`config.mk`:
```
export PLATFORM = sky130hd
export DESIGN_NAME = fsq_host
export DESIGN_NICKNAME = d
export VERILOG_FILES = /design/src/include/fsq_pkg.sv /design/src/verilog/fsq_host.sv /design/src/verilog/fsq_qmem.sv
export SDC_FILE = /design/constraint.sdc
export NUM_CORES = 1
export LEC_CHECK = 0
export BUFFER_PORTS_ARGS = -buffer_cell sky130_fd_sc_hd__buf_4
export CAP_MARGIN = 20
export CORE_UTILIZATION = 57
export CTS_BUF_LIST = sky130_fd_sc_hd__clkbuf_8
export DETAILED_ROUTE_END_ITERATION = 7
export PLACE_DENSITY_LB_ADDON = 0.08
export SLEW_MARGIN = 20
export SYNTH_ARGS = -nofsm -noshare
export SYNTH_HDL_FRONTEND = slang
export SYNTH_SLANG_ARGS = --single-unit
```
`constraint.sdc`:
```
create_clock -name mclk -period 4.2 [get_ports mclk]
set_input_delay 0.21 -clock mclk [delete_from_list [all_inputs] [get_ports mclk]]
set_output_delay 0.21 -clock mclk [all_outputs]
set_load 0.02 [all_outputs]
```
`src/include/fsq_pkg.sv`:
```
// Shared constants and types of the flash secure-region and query host.
package fsq_pkg;

   ////////////////////////////////////////////////////////////////////////
   // Widths and clock.
   localparam int FSQ_AW = 21;
   localparam int FSQ_DW = 16;
   localparam int CLK_NS = 4;

   // Pin timing in nanoseconds; least times round up to whole cycles.
   localparam int T_WP_NS  = 25;
   localparam int T_ACC_NS = 70;
   localparam int T_RP_NS  = 500;
   localparam int SYNC_CYC = 3;
   localparam int WP_CYC   = (T_WP_NS + CLK_NS - 1) / CLK_NS;
   localparam int ACC_CYC  = (T_ACC_NS + CLK_NS - 1) / CLK_NS + SYNC_CYC;
   localparam int RP_CYC   = (T_RP_NS + CLK_NS - 1) / CLK_NS;

   ////////////////////////////////////////////////////////////////////////
   // Command cycle addresses and data.
   localparam logic [FSQ_AW-1:0] UNL1_ADDR  = 21'h000555;
   localparam logic [FSQ_AW-1:0] UNL2_ADDR  = 21'h0002AA;
   localparam logic [FSQ_AW-1:0] QUERY_ADDR = 21'h000055;
   localparam logic [FSQ_AW-1:0] QRY_BASE   = 21'h000010;
   localparam logic [FSQ_AW-1:0] ANY_ADDR   = 21'h000000;
   localparam logic [FSQ_DW-1:0] UNL1_DATA  = 16'h00AA;
   localparam logic [FSQ_DW-1:0] UNL2_DATA  = 16'h0055;
   localparam logic [FSQ_DW-1:0] CMD_PROG   = 16'h00A0;
   localparam logic [FSQ_DW-1:0] CMD_ERASE  = 16'h0080;
   localparam logic [FSQ_DW-1:0] CMD_SECT   = 16'h0030;
   localparam logic [FSQ_DW-1:0] CMD_ENTRY  = 16'h0088;
   localparam logic [FSQ_DW-1:0] CMD_EXIT1  = 16'h0090;
   localparam logic [FSQ_DW-1:0] CMD_EXIT2  = 16'h0000;
   localparam logic [FSQ_DW-1:0] CMD_RESET  = 16'h00F0;
   localparam logic [FSQ_DW-1:0] CMD_QUERY  = 16'h0098;
   localparam logic [FSQ_DW-1:0] CMD_PROT   = 16'h0060;
   localparam logic [FSQ_DW-1:0] ERASED     = 16'hFFFF;

   ////////////////////////////////////////////////////////////////////////
   // Query table expected from the device, word offsets 10h to 26h.
   localparam int QRY_LEN = 23;
   localparam logic [FSQ_DW-1:0] QRY_EXP [0:QRY_LEN-1] = '{
      16'h0051, 16'h0052, 16'h0059, 16'h0002, 16'h0000, 16'h0040,
      16'h0000, 16'h0000, 16'h0000, 16'h0000, 16'h0000, 16'h0027,
      16'h0036, 16'h0000, 16'h0000, 16'h0004, 16'h0000, 16'h000A,
      16'h0000, 16'h0005, 16'h0000, 16'h0004, 16'h0000};

   ////////////////////////////////////////////////////////////////////////
   // Requests, sequencer operations and pin bundle.
   typedef enum logic [2:0] {
      REQ_READ      = 3'b000,
      REQ_PROG      = 3'b001,
      REQ_ERASE     = 3'b010,
      REQ_SEC_ENTER = 3'b011,
      REQ_SEC_EXIT  = 3'b100,
      REQ_SEC_LOCK  = 3'b101,
      REQ_QUERY     = 3'b110,
      REQ_HWRESET   = 3'b111
   } fsq_req_t;

   typedef enum logic [2:0] {
      OP_WR   = 3'b000,
      OP_RD   = 3'b001,
      OP_POLL = 3'b010,
      OP_RST  = 3'b011,
      OP_END  = 3'b100
   } fsq_opk_t;

   typedef struct packed {
      fsq_opk_t          kind;
      logic [FSQ_AW-1:0] addr;
      logic [FSQ_DW-1:0] data;
   } fsq_op_t;

   typedef struct packed {
      logic              ce_n;
      logic              oe_n;
      logic              we_n;
      logic              rst_n;
      logic              dq_drive_n;
      logic [FSQ_AW-1:0] addr;
      logic [FSQ_DW-1:0] dq_out;
   } fsq_pins_t;

endpackage : fsq_pkg

```
`src/verilog/fsq_host.sv`:
```
// Host controller driving a parallel flash: secure region, query, writes.
`timescale 1ns/1ps
module fsq_host
   import fsq_pkg::*;
#(
   parameter int POLL_MAX = 65535
) (
   // Clock, reset and clock enable.
   input  wire logic                       mclk,
   input  wire logic                       rst_n,
   input  wire logic                       clk_en,
   // Request port.
   input  wire logic                       cmd_valid,
   input  wire fsq_pkg::fsq_req_t          cmd_code,
   input  wire logic [fsq_pkg::FSQ_AW-1:0] cmd_addr,
   input  wire logic [fsq_pkg::FSQ_DW-1:0] cmd_data,
   output logic                            cmd_ready,
   // Answer port.
   output logic                            rsp_valid,
   output logic                            rsp_err,
   output logic [fsq_pkg::FSQ_DW-1:0]      rsp_data,
   // Status.
   output logic                            qry_ok,
   output logic                            sec_active,
   // Query word readback.
   input  wire logic [4:0]                 qry_raddr,
   output logic [fsq_pkg::FSQ_DW-1:0]      qry_rdata,
   // Flash pins.
   output fsq_pkg::fsq_pins_t              flash_pins,
   input  wire logic [fsq_pkg::FSQ_DW-1:0] flash_dq_in,
   input  wire logic                       flash_supply_ok
);
   import fsq_pkg::*;

   if (POLL_MAX < 1 || POLL_MAX > 65535) begin : g_chk
      $error("fsq_host POLL_MAX must lie in 1..65535");
   end

   typedef enum logic [2:0] {
      S_IDLE  = 3'b000,
      S_FETCH = 3'b001,
      S_WSET  = 3'b010,
      S_WLOW  = 3'b011,
      S_WHI   = 3'b100,
      S_RWAIT = 3'b101,
      S_RST   = 3'b110,
      S_DONE  = 3'b111
   } fsq_state_t;

   typedef struct packed {
      fsq_state_t        state;
      fsq_pins_t         pins;
      fsq_req_t          cmd;
      logic [FSQ_AW-1:0] uaddr;
      logic [FSQ_DW-1:0] udata;
      logic [4:0]        idx;
      logic [15:0]       cnt;
      logic [15:0]       polls;
      logic [FSQ_DW-1:0] s1, s2, s3, stab;
      logic              p1, p2, p3, sup_ok;
      logic              ready, rsp_valid, rsp_err, qry_ok;
      logic              sec_active, lock_pend;
      logic [FSQ_DW-1:0] rsp_data, wd1, wd2;
      logic              qwe;
      logic [4:0]        qwaddr;
      logic [FSQ_DW-1:0] qwdata;
   } fsq_st_t;

   // Pins idle high with the data bus released.
   localparam fsq_pins_t PINS_IDLE = '{ce_n: 1'b1, oe_n: 1'b1, we_n: 1'b1,
      rst_n: 1'b1, dq_drive_n: 1'b1, addr: '0, dq_out: '0};
   localparam fsq_st_t ST_INIT = '{state: S_IDLE, pins: PINS_IDLE,
      cmd: REQ_READ, default: '0};

   fsq_st_t r_reg, r_next;
   fsq_op_t op;

   function automatic fsq_op_t mk(fsq_opk_t k, logic [FSQ_AW-1:0] a,
                                  logic [FSQ_DW-1:0] d);
      fsq_op_t o;
      o.kind = k;
      o.addr = a;
      o.data = d;
      return o;
   endfunction : mk

   ////////////////////////////////////////////////////////////////////////
   // Step list of every request; the two unlock writes open each
   // program, erase and region command so stray writes never count.
   function automatic fsq_op_t seq_op(fsq_req_t c, logic [4:0] i,
                                      logic [FSQ_AW-1:0] a,
                                      logic [FSQ_DW-1:0] d);
      fsq_op_t o;
      o = mk(OP_END, ANY_ADDR, '0);
      if (c == REQ_READ) begin
         if (i == 5'd0) o = mk(OP_RD, a, '0);
      end else if (c == REQ_QUERY) begin
         if (i == 5'd0) o = mk(OP_WR, QUERY_ADDR, CMD_QUERY);
         else if (int'(i) <= QRY_LEN)
            o = mk(OP_RD, QRY_BASE + FSQ_AW'(i - 5'd1), '0);
         else if (int'(i) == QRY_LEN + 1)
            o = mk(OP_WR, ANY_ADDR, CMD_RESET);
      end else if (c == REQ_HWRESET) begin
         if (i == 5'd0) o = mk(OP_RST, ANY_ADDR, '0);
      end else if (i == 5'd0 || (c == REQ_ERASE && i == 5'd3)
                   || (c == REQ_SEC_LOCK && i == 5'd5)) begin
         o = mk(OP_WR, UNL1_ADDR, UNL1_DATA);
      end else if (i == 5'd1 || (c == REQ_ERASE && i == 5'd4)
                   || (c == REQ_SEC_LOCK && i == 5'd6)) begin
         o = mk(OP_WR, UNL2_ADDR, UNL2_DATA);
      end else begin
         unique case (c)
            REQ_PROG: begin
               // Full sequence every word, never a shortcut.
               if (i == 5'd2) o = mk(OP_WR, UNL1_ADDR, CMD_PROG);
               if (i == 5'd3) o = mk(OP_WR, a, d);
               if (i == 5'd4) o = mk(OP_POLL, a, d);
            end
            REQ_ERASE: begin
               if (i == 5'd2) o = mk(OP_WR, UNL1_ADDR, CMD_ERASE);
               if (i == 5'd5) o = mk(OP_WR, a, CMD_SECT);
               if (i == 5'd6) o = mk(OP_POLL, a, ERASED);
            end
            REQ_SEC_ENTER: begin
               if (i == 5'd2) o = mk(OP_WR, UNL1_ADDR, CMD_ENTRY);
            end
            REQ_SEC_EXIT: begin
               if (i == 5'd2) o = mk(OP_WR, UNL1_ADDR, CMD_EXIT1);
               if (i == 5'd3) o = mk(OP_WR, ANY_ADDR, CMD_EXIT2);
            end
            REQ_SEC_LOCK: begin
               // Entry, protect, verify read, then exit.
               if (i == 5'd2) o = mk(OP_WR, UNL1_ADDR, CMD_ENTRY);
               if (i == 5'd3) o = mk(OP_WR, a, CMD_PROT);
               if (i == 5'd4) o = mk(OP_RD, a, '0);
               if (i == 5'd7) o = mk(OP_WR, UNL1_ADDR, CMD_EXIT1);
               if (i == 5'd8) o = mk(OP_WR, ANY_ADDR, CMD_EXIT2);
            end
            default: o = mk(OP_END, ANY_ADDR, '0);
         endcase
      end
      return o;
   endfunction : seq_op

   ////////////////////////////////////////////////////////////////////////
   // Next-state logic of the whole controller.
   always_comb begin
      r_next = r_reg;
      r_next.rsp_valid = 1'b0;
      r_next.qwe = 1'b0;
      op = seq_op(r_reg.cmd, r_reg.idx, r_reg.uaddr, r_reg.udata);
      // Pin inputs count only when the second and third stages agree.
      r_next.s1 = flash_dq_in;
      r_next.s2 = r_reg.s1;
      r_next.s3 = r_reg.s2;
      if (r_reg.s2 == r_reg.s3) r_next.stab = r_reg.s3;
      r_next.p1 = flash_supply_ok;
      r_next.p2 = r_reg.p1;
      r_next.p3 = r_reg.p2;
      if (r_reg.p2 == r_reg.p3) r_next.sup_ok = r_reg.p3;
      unique case (r_reg.state)
         S_IDLE: begin
            r_next.ready = 1'b1;
            if (cmd_valid && r_reg.ready) begin
               r_next.ready = 1'b0;
               r_next.cmd = cmd_code;
               r_next.uaddr = cmd_addr;
               r_next.udata = cmd_data;
               r_next.idx = '0;
               r_next.polls = '0;
               r_next.rsp_err = 1'b0;
               r_next.state = S_FETCH;
               if (cmd_code == REQ_QUERY) r_next.qry_ok = 1'b1;
            end
         end
         S_FETCH: begin
            if (!r_reg.sup_ok && op.kind != OP_END) begin
               r_next.rsp_err = 1'b1;
               r_next.state = S_DONE;
            end else begin
               unique case (op.kind)
                  OP_WR: begin
                     // Select and data first, output enable held high.
                     r_next.pins.addr = op.addr;
                     r_next.pins.dq_out = op.data;
                     r_next.pins.dq_drive_n = 1'b0;
                     r_next.pins.oe_n = 1'b1;
                     r_next.pins.ce_n = 1'b0;
                     r_next.state = S_WSET;
                  end
                  OP_RD, OP_POLL: begin
                     r_next.pins.addr = op.addr;
                     r_next.pins.ce_n = 1'b0;
                     r_next.pins.oe_n = 1'b0;
                     r_next.cnt = 16'(ACC_CYC - 1);
                     r_next.state = S_RWAIT;
                  end
                  OP_RST: begin
                     r_next.pins.rst_n = 1'b0;
                     r_next.cnt = 16'(RP_CYC - 1);
                     r_next.state = S_RST;
                  end
                  OP_END: r_next.state = S_DONE;
                  default: r_next.state = S_DONE;
               endcase
            end
         end
         S_WSET: begin
            r_next.pins.we_n = 1'b0;
            r_next.cnt = 16'(WP_CYC - 1);
            r_next.state = S_WLOW;
         end
         S_WLOW: begin
            if (r_reg.cnt == '0) begin
               r_next.pins.we_n = 1'b1;
               r_next.wd1 = r_reg.pins.dq_out;
               r_next.wd2 = r_reg.wd1;
               // Track region mode and a lock awaiting its exit.
               if (r_reg.pins.dq_out == CMD_ENTRY && r_reg.wd1 == UNL2_DATA)
                  r_next.sec_active = 1'b1;
               if (r_reg.pins.dq_out == CMD_PROT && r_reg.sec_active)
                  r_next.lock_pend = 1'b1;
               if (r_reg.pins.dq_out == CMD_EXIT2
                   && r_reg.wd1 == CMD_EXIT1) begin
                  r_next.sec_active = 1'b0;
                  r_next.lock_pend = 1'b0;
               end
               r_next.state = S_WHI;
            end else begin
               r_next.cnt = r_reg.cnt - 16'd1;
            end
         end
         S_WHI: begin
            r_next.pins.ce_n = 1'b1;
            r_next.pins.dq_drive_n = 1'b1;
            r_next.idx = r_reg.idx + 5'd1;
            r_next.state = S_FETCH;
         end
         S_RWAIT: begin
            if (r_reg.cnt == '0) begin
               r_next.pins.ce_n = 1'b1;
               r_next.pins.oe_n = 1'b1;
               r_next.state = S_FETCH;
               if (op.kind == OP_RD) begin
                  r_next.rsp_data = r_reg.stab;
                  r_next.idx = r_reg.idx + 5'd1;
                  if (r_reg.cmd == REQ_QUERY) begin
                     // Check each query word against the table.
                     r_next.qwe = 1'b1;
                     r_next.qwaddr = r_reg.idx - 5'd1;
                     r_next.qwdata = r_reg.stab;
                     if (r_reg.stab != QRY_EXP[r_reg.idx - 5'd1])
                        r_next.qry_ok = 1'b0;
                  end
               end else if (r_reg.stab == op.data) begin
                  r_next.rsp_data = r_reg.stab;
                  r_next.idx = r_reg.idx + 5'd1;
               end else if (int'(r_reg.polls) >= POLL_MAX) begin
                  r_next.rsp_data = r_reg.stab;
                  r_next.rsp_err = 1'b1;
                  r_next.state = S_DONE;
               end else begin
                  r_next.polls = r_reg.polls + 16'd1;
               end
            end else begin
               r_next.cnt = r_reg.cnt - 16'd1;
            end
         end
         S_RST: begin
            if (r_reg.cnt == '0) begin
               r_next.pins.rst_n = 1'b1;
               r_next.sec_active = 1'b0;
               r_next.lock_pend = 1'b0;
               r_next.idx = r_reg.idx + 5'd1;
               r_next.state = S_FETCH;
            end else begin
               r_next.cnt = r_reg.cnt - 16'd1;
            end
         end
         S_DONE: begin
            r_next.rsp_valid = 1'b1;
            r_next.ready = 1'b1;
            r_next.state = S_IDLE;
         end
      endcase
   end

   // State register; reset loads the idle pins with the write strobe high.
   always_ff @(posedge mclk) begin
      if (!rst_n) begin
         r_reg <= ST_INIT;
      end else if (clk_en) begin
         r_reg <= r_next;
      end
   end

   ////////////////////////////////////////////////////////////////////////
   // Query word store and outputs.
   fsq_qmem #(.W(FSQ_DW), .DEPTH(QRY_LEN), .AW(5)) u_qmem (
      .mclk    (mclk),
      .clk_en  (clk_en),
      .wr_en   (r_reg.qwe),
      .wr_addr (r_reg.qwaddr),
      .wr_data (r_reg.qwdata),
      .rd_addr (qry_raddr),
      .rd_data (qry_rdata)
   );

   assign flash_pins = r_reg.pins;
   assign cmd_ready  = r_reg.ready;
   assign rsp_valid  = r_reg.rsp_valid;
   assign rsp_err    = r_reg.rsp_err;
   assign rsp_data   = r_reg.rsp_data;
   assign qry_ok     = r_reg.qry_ok;
   assign sec_active = r_reg.sec_active;
endmodule : fsq_host

```
`src/verilog/fsq_qmem.sv`:
```
// Small memory that keeps the query words read back from the device.
`timescale 1ns/1ps
module fsq_qmem #(
   parameter int W     = 16,
   parameter int DEPTH = 23,
   parameter int AW    = 5
) (
   // Clock.
   input  wire logic          mclk,
   input  wire logic          clk_en,
   // Write port.
   input  wire logic          wr_en,
   input  wire logic [AW-1:0] wr_addr,
   input  wire logic [W-1:0]  wr_data,
   // Read port.
   input  wire logic [AW-1:0] rd_addr,
   output logic      [W-1:0]  rd_data
);

   logic [W-1:0] mem [0:DEPTH-1];

   if (DEPTH > (1 << AW)) begin : g_chk
      $error("fsq_qmem depth does not fit the address width");
   end

   // Storage and registered read; words outside the depth read zero.
   always_ff @(posedge mclk) begin
      if (clk_en) begin
         if (wr_en && (int'(wr_addr) < DEPTH)) begin
            mem[wr_addr] <= wr_data;
         end
         if (int'(rd_addr) < DEPTH) begin
            rd_data <= mem[rd_addr];
         end else begin
            rd_data <= '0;
         end
      end
   end

endmodule : fsq_qmem

```
==> impl_metrics.py, run 1 <==
metrics = {
    "yosys": {
        "synth_fa_ha_area_share_pct": 0.414,
        "async_flop_share_pct": 0,
        "synth-edff-count": 384,
        "synth_cell_types": 84,
        "yosys.area_share.simple_pct": 11.4,
        "ys_ff_latch": 633,
        "postSynthAreaPerCell_um2": 12.0,
        "syn_inst": 2261,
        "yosys.area.top_type_share_pct": 42.4,
        "ys_warn_count": 0,
        "yosys-top-cells-area": "edfxtp_1, dfxtp_1, mux4_2",
        "synth_xor_xnor_area_share_pct": 1.38,
        "ys.flop_type": "edfxtp_1",
        "seq_area_frac_synth_pct": 60.7,
        "synth_nets": 2336,
        "synth_compound_area_share_pct": 9.95,
        "synth_top_cell_by_area": "edfxtp_1",
        "netlist_area_um2": 27200,
        "synth_top_family_by_area": "multiplexers",
        "synthMuxAreaShare_pct": 11.9,
    },
    "setup_path": {
        "critPathKind": "register to register",
        "cp-start-kind": "register",
        "critPathBufInv": 4,
        "crit_family": "compound AO/OA/AOI/OAI gates",
        "path_cells": "buf_12 > or4b_1 > buf_4 > a21oi_1 > o21bai_1 > a32o_1 > a211oi_1 > inv_1 > or3_1 > a2111oi_0 > buf_4 > a21oi_1 > nor2_1",
        "reg2reg_slack_ns": 0.19,
        "cp-end-kind": "register",
        "cp_max_fo": 11,
        "critPathMaxStageDelay_ns": 0.70,
        "rr_worst_depth": 13,
        "arrival_ns": 4.62,
        "cp_slowest_cell": "a2111oi_0",
        "r2r-end": "flash_pins[5]$_SDFFE_PN0P_",
        "r2r_start": "r_reg[180]$_SDFFE_PN0P_",
        "crit_required_ns": 4.81,
    },
    "drt": {
        "postRouteAntennaNets": 0,
        "vias_per_cell": 5.98,
        "drc_errors": 5,
        "num_vias": 18928,
        "drtIter0Drc": 1585,
        "wl_per_cell_um": 23.0,
        "wl_um": 72700,
        "dr.pass1.iters": 8,
    },
    "min_path": {
        "worstHoldPathCells": 2,
        "min_to": "u_qmem.rd_data[3]$_SDFFCE_PP0P_",
        "hold_start": "qry_raddr[3]",
        "holdCritPathClass": "input pin to register",
    },
    "clock_tree": {
        "cts_tree": "yes",
        "cts_num_sinks": 633,
        "clk_latency_ns": 0.71,
        "htreeDepth": 3,
        "cts_buffers": 98,
        "clk_path_buf_depth": 3,
        "cts-root-buf": "clkbuf_8",
        "clkTransAtPathRegs_ns": 0.07,
    },
    "pwr": {
        "power_density_nw_per_um2": 402,
        "ir_drop_mv": 0.278,
        "finalPower_mw": 12.7,
        "p_leak_nw": 11.2,
    },
    "cells_and_area": {
        "diodes": 0,
        "num-fill-cells": 3476,
        "synthToLayoutAreaGrowth_pct": 16.0,
        "final_core_utilization_pct": 67.3,
        "layout_commonest_cell": "edfxtp_1",
        "layout_common_cells": "edfxtp_1, buf_4, dfxtp_1, nand2_1, nor2_1",
        "drive_above_1_share_pct": 19.9,
        "largest_reg_flops": 368,
        "nNetsFinal": 2551,
    },
    "floorplanning": {
        "row_count": 79,
        "die-area_um2": 48600,
        "die_h_um": 220,
        "die_w_um": 220,
        "core_area_um2": 46900,
        "initial_core_util_pct": 58.0,
        "io_pins": 145,
    },
    "grt": {
        "overflow": 0,
        "grt_pass1_wl_um": 109000,
        "grt_max_degree": 115,
        "grt_pass1_vias": 18497,
        "globalRouteTotalUtil_pct": 30.2,
        "grt_antenna_before_repair": 0,
    },
    "placed_design": {
        "routabilityCongestion": 0.984,
        "port_buffers": 144,
        "dp_hpwl_um": 48400,
    },
    "sta": {
        "post-route-period-util_pct": 95.5,
        "finClkSkew_ns": 0.0482,
        "relSlewSlack_pct": 31.3,
        "final_max_slew_viol_count": 0,
        "setup_viol": 0,
        "fmax_mhz": 249,
        "min_period_ns": 4.01,
        "hold_viol_final": 0,
        "worstMarginPinSlew_ns": 1.03,
    },
    "status": {
        "status": "finished, violations left",
        "violations": "DRC",
    },
    "run": {
        "drv_cap": 0,
    },
}
## timing repair
action                                  CTS  global route
pin swaps                                 0             1
setup buffers                             0             0
hold endpoints to repair                 88             0
hold buffers                             60             0
resized for setup                         1             9
endpoints found under the setup margin    1            36
## cell families (layout without fill, tap and decap cells)
family | count (synthesis) | after routing
simple gates | 677 | 677
flops | 633 | 633
compound gates | 438 | 438
buf+inv | 233 | 528
mux | 228 | 228
xor+xnor | 43 | 43
fa+ha+maj | 9 | 9
## synthesized netlist by cell type, types with 12 or more instances
cell type / count
edfxtp_1: 384
dfxtp_1: 249
nand2_1: 245
nor2_1: 233
a21oi_1: 177
mux2i_1: 148
clkbuf_1: 121
o21ai_0: 85
mux4_2: 77
buf_4: 58
nor3_1: 33
a211oi_1: 32
nand3_1: 26
xnor2_1: 24
inv_1: 23
or3_1: 20
xor2_1: 19
o21a_1: 18
nand4_1: 17
o22ai_1: 17
a221oi_1: 16
buf_1: 15
nor4_1: 14
o211ai_1: 14
and2_1: 13
and3_1: 12
## worst max path at each step
| stage | from | to | slack, ns | cells past startpoint |
|---|---|---|---|---|
| floorplan | r_reg[176]$_SDFFE_PN0P_ | rsp_data[9]$_SDFFE_PN0P_ | 0.07 | 15 |
| CTS | r_reg[176]$_SDFFE_PN0P_ | r_reg[159]$_SDFFE_PN0P_ | 0.07 | 18 |
| global placement | r_reg[176]$_SDFFE_PN0P_ | r_reg[159]$_SDFFE_PN0P_ | 0.15 | 16 |
| global route | r_reg[176]$_SDFFE_PN0P_ | r_reg[162]$_SDFFE_PN0P_ | -0.007 | 13 |
| detailed placement | r_reg[176]$_SDFFE_PN0P_ | r_reg[159]$_SDFFE_PN0P_ | 0.008 | 18 |
| finish | r_reg[180]$_SDFFE_PN0P_ | flash_pins[5]$_SDFFE_PN0P_ | 0.19 | 13 |
## layout make-up
cell class	instances	area (um^2)	area share (%)
repair buffers	323	2640	8.38
multi-input cells	1395	9610	30.5
flip-flops and latches	633	16500	52.4
inverters	25	98.8	0.313
clock inverters	76	477	1.51
clock buffers	104	1430	4.54
well taps	607	759	2.41
## worst reg2reg max path, delay by kind of cell (launching register included)
family | cells | cell delay [ns]
flops | 1 | 0.46
compound gates | 6 | 1.48
buf+inv | 4 | 0.76
simple gates | 3 | 1.24
## power by group
| group | internal (mW) | total, mW | leakage (nW) | switching [mW] |
|---|---|---|---|---|
| combinational | 0.443 | 1.02 | 4.99 | 0.578 |
| clock | 2.61 | 5.00 | 1.09 | 2.39 |
| sequential | 6.58 | 6.64 | 5.09 | 0.0550 |
| total | 9.64 | 12.7 | 11.2 | 3.02 |
## per-layer routing
metal | GRT usage (%) | part of all wire (%) | routed length [um] | up-vias
li1 | - | - | - | 8760
met1 | 39.7 | 42 | 30200 | 9380
met2 | 50.7 | 50 | 36100 | 677
met3 | 4.49 | 5.9 | 4310 | 111
met4 | 11.4 | 2.9 | 2080 | 0
met5 | 0 | 0 | 0 | -
## through the flow
| step | worst slack (ns) | cells | hold slack, ns | cell area, um^2 | TNS [ns] |
|---|---|---|---|---|---|
| CTS | 0.0742 | 3163 | 0.160 | 31500 | 0 |
| floorplan | 0.0742 | 2261 | 0.322 | 27200 | 0 |
| finish | 0.189 | 3163 | 0.200 | 31500 | 0 |
| global route | -0.00716 | 3163 | 0.221 | 31500 | -0.00763 |
| global placement | 0.149 | 2923 | 0.434 | 29000 | 0 |
| detailed placement | 0.00779 | 2923 | 0.444 | 29000 | 0 |
(Power assumes the default switching activity.)
==> inputs of run 2 (changes only) <==
CORE_UTILIZATION = 40   (was 57)
==> impl_metrics.py, run 2 (synthesized netlist as in run 1, its figures left out) <==
metrics = {
    "setup_path": {
        "cp-startpoint": "r_reg[176]$_SDFFE_PN0P_",
        "path_cells": "inv_1 > buf_4 > ha_1 > buf_4 > a41oi_2 > nand2_2 > o211a_1 > or4_1 > or4_4 > nor4b_4 > a21oi_2 > a211oi_4 > buf_12 > mux2i_1 > nor2_1",
        "cp_max_fo": 16,
        "cpMostUsedCell": "buf_4",
        "crit_family": "simple AND/OR/NAND/NOR gates",
        "critPathBufInv": 4,
        "cp_slowest_cell": "or4_1",
        "critPathKind": "register to register",
        "arrival_ns": 4.59,
        "cp-end-kind": "register",
        "critPathMaxStageDelay_ns": 0.50,
        "r2r_start": "r_reg[176]$_SDFFE_PN0P_",
        "crit_required_ns": 4.75,
        "cp-start-kind": "register",
    },
    "drt": {
        "num_vias": 18769,
        "wl_per_cell_um": 22.1,
        "dr.pass1.iters": 5,
        "drtIter0Drc": 1330,
        "postRouteAntennaNets": 0,
        "wl_um": 76300,
        "vias_per_cell": 5.43,
        "drc_errors": 0,
    },
    "placed_design": {
        "dp_hpwl_um": 51300,
        "routabilityCongestion": 0.973,
        "port_buffers": 144,
        "post_dp_cell_area_um2": 29400,
    },
    "cells_and_area": {
        "nNetsFinal": 2575,
        "synthToLayoutAreaGrowth_pct": 17.9,
        "layout_commonest_cell": "edfxtp_1",
        "seq_area_um2": 16500,
        "num-fill-cells": 6181,
        "largest_reg_flops": 368,
        "fin_area_um2": 32100,
        "layout_common_cells": "edfxtp_1, buf_4, dfxtp_1, nand2_1, nor2_1",
        "multiInputGateArea_um2": 9610,
        "drive_above_1_share_pct": 20.4,
    },
    "clock_tree": {
        "htreeDepth": 3,
        "cts_num_sinks": 633,
        "cts-root-buf": "clkbuf_8",
        "cts_buffers": 107,
        "post_cts_buffers": 0,
        "clk_path_buf_depth": 3,
        "cts_tree": "yes",
        "clkTransAtPathRegs_ns": 0.06,
        "clk_latency_ns": 0.70,
    },
    "floorplanning": {
        "die_w_um": 263,
        "io_pins": 145,
        "die-area_um2": 69000,
        "core_area_um2": 67300,
        "row_count": 95,
        "initial_core_util_pct": 40.4,
        "die_h_um": 263,
    },
    "sta": {
        "setup_viol": 0,
        "min_period_ns": 4.03,
        "fmax_mhz": 248,
        "relSlewSlack_pct": 32.5,
        "rsz0062_at_grt": "true",
        "final_max_slew_viol_count": 0,
        "post-route-period-util_pct": 96.1,
        "finClkSkew_ns": 0.0325,
        "hold_ws_ns": 0.131,
        "hold_viol_final": 0,
        "worstMarginPinSlew_ns": 1.01,
    },
    "grt": {
        "grt_pass1_wl_um": 116000,
        "overflow": 0,
        "grt_pass1_vias": 18827,
        "globalRouteTotalUtil_pct": 22.0,
        "grt_antenna_before_repair": 1,
        "grt_max_degree": 85,
    },
    "pwr": {
        "power_density_nw_per_um2": 401,
        "p_leak_nw": 11.3,
        "ir_drop_mv": 0.248,
        "finalPower_mw": 12.9,
    },
    "min_path": {
        "holdCritPathClass": "input pin to register",
        "hold_start": "qry_raddr[2]",
    },
    "run": {
        "drv_cap": 0,
    },
    "status": {
        "status": "finished clean",
    },
}
## run 2: cell count changes in the layout (fill, tap and decap cells not counted), sizes merged
cell	before	now
diode	0	1
bufinv	5	2
clkinvlp	2	0
buf	263	278
clkbuf	104	119
clkinv	35	30
inv	59	67
## run 2: what timing repair did
item | in CTS | in global routing
hold buffers | 60 | 0
endpoints found under the hold margin | 108 | 0
setup endpoints to repair | 0 | 39
gates resized for setup | 0 | 11
## run 2: worst paths after layout
| kind | end | slack (ns) | cells after the start |
|---|---|---|---|
| min reg2reg | r_reg[53]$_SDFFE_PN0P_ | 0.45 | 2 |
| max reg2reg | rsp_data[2]$_SDFFE_PN0P_ | 0.17 | 15 |
| max | rsp_data[2]$_SDFFE_PN0P_ | 0.17 | 15 |
| min | u_qmem.rd_data[0]$_SDFFCE_PP0P_ | 0.13 | 3 |
## run 2: worst min-delay path, cell delays in order
cell     delay (ns)
buf_4          0.20
mux2i_1        0.15
o22ai_1        0.14
## run 2: layout make-up
class | instances | area share (%)
clock buffers | 119 | 5.11
repair buffers | 338 | 8.47
well taps | 873 | 3.41
diodes | 1 | 0.00781
clock inverters | 74 | 1.19
flip-flops and latches | 633 | 51.5
inverters | 25 | 0.308
multi-input cells | 1395 | 30.0
## run 2: per-layer routing
| layer | GRT usage, % | vias to the layer above | share of wire (%) |
|---|---|---|---|
| li1 | - | 8818 | - |
| met1 | 28.9 | 9414 | 45 |
| met2 | 37.6 | 409 | 49 |
| met3 | 3.30 | 128 | 3.5 |
| met4 | 6.45 | 0 | 2.4 |
| met5 | 0 | - | 0 |
## run 2: per-stage QoR
| stage | setup TNS [ns] | setup WS (ns) | std cells | utilization (%) |
|---|---|---|---|---|
| 3_3_place_gp | 0 | 0.197 | 3204 | 43.7 |
| 5_1_grt | -0.0268 | -0.0268 | 3458 | 47.7 |
| 3_5_place_dp | 0 | 0.0915 | 3204 | 43.7 |
| 6_report | 0 | 0.166 | 3458 | 47.7 |
| 4_1_cts | 0 | 0.0656 | 3457 | 47.6 |
| 2_1_floorplan | 0 | 0.0742 | 2261 | - |
## run 2: where the power goes
group	switching [mW]	internal (mW)	total, mW
Combinational	0.590	0.441	1.03
Sequential	0.0544	6.59	6.64
Clock	2.47	2.72	5.19
==> inputs of run 3 (changes only) <==
PLACE_DENSITY_LB_ADDON = not set   (was 0.08)
==> impl_metrics.py, run 3 (synthesized netlist as in run 1, its figures left out) <==
metrics = {
    "status": {
        "status": "finished clean",
    },
    "floorplanning": {
        "core_area_um2": 67300,
        "die_w_um": 263,
        "initial_core_util_pct": 40.4,
        "io_pins": 145,
        "row_count": 95,
        "die-area_um2": 69000,
        "die_h_um": 263,
    },
    "setup_path": {
        "cp.depth": 17,
        "cp_slowest_cell": "or4_1",
        "critPathMaxStageDelay_ns": 0.52,
        "arrival_ns": 4.60,
        "reg2reg_slack_ns": 0.17,
        "crit_family": "simple AND/OR/NAND/NOR gates",
        "critPathBufInv": 5,
        "cp-startpoint": "r_reg[177]$_SDFFE_PN0P_",
        "r2r-end": "rsp_data[11]$_SDFFE_PN0P_",
        "cp_max_fo": 8,
        "crit_end": "rsp_data[11]$_SDFFE_PN0P_",
        "critPathKind": "register to register",
        "rr_worst_depth": 17,
        "crit_required_ns": 4.76,
        "r2r_start": "r_reg[177]$_SDFFE_PN0P_",
        "cp-end-kind": "register",
        "cp-start-kind": "register",
        "path_cells": "inv_1 > ha_1 > nor4b_1 > buf_4 > a41oi_4 > nand2_2 > o211a_1 > or4_1 > or4_4 > nor4b_4 > buf_4 > a21oi_2 > a211oi_4 > buf_12 > buf_12 > mux2i_1 > nor2_1",
    },
    "placed_design": {
        "pre_cts_ws_ns": 0.0361,
        "routabilityCongestion": 0.927,
        "place_inst": 3198,
        "port_buffers": 144,
        "dp_hpwl_um": 49600,
    },
    "clock_tree": {
        "cts_num_sinks": 633,
        "cts_tree": "yes",
        "clk_latency_ns": 0.72,
        "clk_path_buf_depth": 3,
        "htreeDepth": 3,
        "cts-root-buf": "clkbuf_8",
        "cts_buffers": 103,
        "clkTransAtPathRegs_ns": 0.06,
    },
    "drt": {
        "dr.pass1.iters": 6,
        "vias_per_cell": 5.52,
        "wl_um": 74300,
        "num_vias": 19047,
        "postRouteAntennaNets": 0,
        "wl_per_cell_um": 21.5,
        "drtIter0Drc": 1518,
        "drc_errors": 0,
    },
    "pwr": {
        "finalPower_mw": 12.7,
        "p_leak_nw": 11.3,
        "swShare_pct": 24.5,
        "seqPwrFrac_pct": 52.4,
        "comb_power_share_pct": 8.2,
        "power_density_nw_per_um2": 396,
        "clkPwrFrac_pct": 39.4,
        "p_sw_mw": 3.11,
        "ir_drop_mv": 0.224,
        "p_int_mw": 9.57,
    },
    "grt": {
        "overflow": 0,
        "grt_max_degree": 114,
        "globalRouteTotalUtil_pct": 21.3,
        "grt_pass1_wl_um": 113000,
        "grt_antenna_before_repair": 1,
        "grt_pass1_vias": 18734,
    },
    "cells_and_area": {
        "layout_common_cells": "edfxtp_1, buf_4, dfxtp_1, nand2_1, nor2_1",
        "nNetsFinal": 2570,
        "largest_reg_flops": 368,
        "stdcell_count": 3453,
        "synthToLayoutAreaGrowth_pct": 17.8,
        "num-fill-cells": 6036,
        "layout_commonest_cell": "edfxtp_1",
        "drive_above_1_share_pct": 20.6,
    },
    "sta": {
        "hold_ws_ns": 0.0642,
        "finClkSkew_ns": 0.0464,
        "relSlewSlack_pct": 36.2,
        "fmax_mhz": 248,
        "min_period_ns": 4.03,
        "setup_viol": 0,
        "final_max_slew_viol_count": 0,
        "post-route-period-util_pct": 96.1,
        "worst_slack_ns": 0.166,
        "hold_viol_final": 0,
        "worstMarginPinSlew_ns": 0.956,
    },
    "min_path": {
        "holdCritPathClass": "input pin to register",
    },
    "run": {
        "drv_cap": 0,
    },
}
==> run 3: changes by cell type in the layout (fill, tap and decap cells not counted), moves of 3 or more <==
cell	previous run	this run
buf_4	275	271
clkbuf_8	119	109
clkinv_1	24	18
clkinv_2	5	14
clkinvlp_4	0	3
==> run 3: timing repair <==
item,in CTS,in global routing
endpoints found under the hold margin,89,0
resized for setup,1,19
gates cloned,0,1
pin swaps,0,3
hold buffers,60,0
setup buffers,0,4
endpoints found under the setup margin,1,47
==> run 3: worst min-delay path by stage <==
stage	from	end	slack, ns	depth (start not counted)
2_1_floorplan	clk_en	u_qmem.rd_data[0]$_SDFFCE_PP0P_	0.32	0
3_3_place_gp	r_reg[48]$_SDFFE_PN0P_	r_reg[48]$_SDFFE_PN0P_	0.44	2
3_5_place_dp	r_reg[209]$_SDFFE_PN0P_	r_reg[209]$_SDFFE_PN0P_	0.45	2
4_1_cts	clk_en	u_qmem.rd_data[4]$_SDFFCE_PP0P_	0.001	1
5_1_grt	clk_en	u_qmem.rd_data[4]$_SDFFCE_PP0P_	0.02	1
6_report	clk_en	u_qmem.rd_data[9]$_SDFFCE_PP0P_	0.06	1
==> run 3: power by group through the flow <==
stage	clock (mW)	combinational, mW	sequential [mW]
final	4.99	1.04	6.64
after global routing	5.41	1.12	6.64
after CTS	5.14	1.03	6.64
after detailed placement	0	0.981	6.77
after global placement	0	0.978	6.77
after floorplan	0	0.603	6.77
==> run 3: final cells by class <==
| class | instances | area, um^2 | area share, % |
|---|---|---|---|
| diodes | 1 | 2.50 | 0.00781 |
| clock buffers | 109 | 1500 | 4.68 |
| clock inverters | 80 | 419 | 1.31 |
| inverters | 25 | 98.8 | 0.308 |
| multi-input cells | 1395 | 9660 | 30.2 |
| flip-flops and latches | 633 | 16500 | 51.5 |
| well taps | 873 | 1090 | 3.41 |
| repair buffers | 337 | 2750 | 8.59 |
==> run 3: worst register-to-register path: stages (launching register included) <==
cell      delay (ns)
dfxtp_2         0.38
inv_1           0.10
ha_1            0.21
nor4b_1         0.16
buf_4           0.18
a41oi_4         0.22
nand2_2         0.12
o211a_1         0.24
or4_1           0.52
or4_4           0.44
nor4b_4         0.25
buf_4           0.17
a21oi_2         0.08
a211oi_4        0.27
buf_12          0.17
buf_12          0.14
mux2i_1         0.20
nor2_1          0.06
==> run 3: per-stage QoR <==
stage	TNS, ns	area (um^2)	util (%)
after detailed placement	0	29400	43.6
after global placement	0	29400	43.6
final	0	32000	47.6
after global routing	-0.0161	32000	47.6
after CTS	0	31900	47.4
after floorplan	0	27200	-
==> run 3: routing by layer <==
layer | part of all wire (%) | global-route usage, % | up-vias
li1 | - | - | 8794
met1 | 43 | 27.9 | 9501
met2 | 49 | 36.3 | 629
met3 | 5.3 | 3.66 | 123
met4 | 2.5 | 6.12 | 0
met5 | 0 | 0 | -
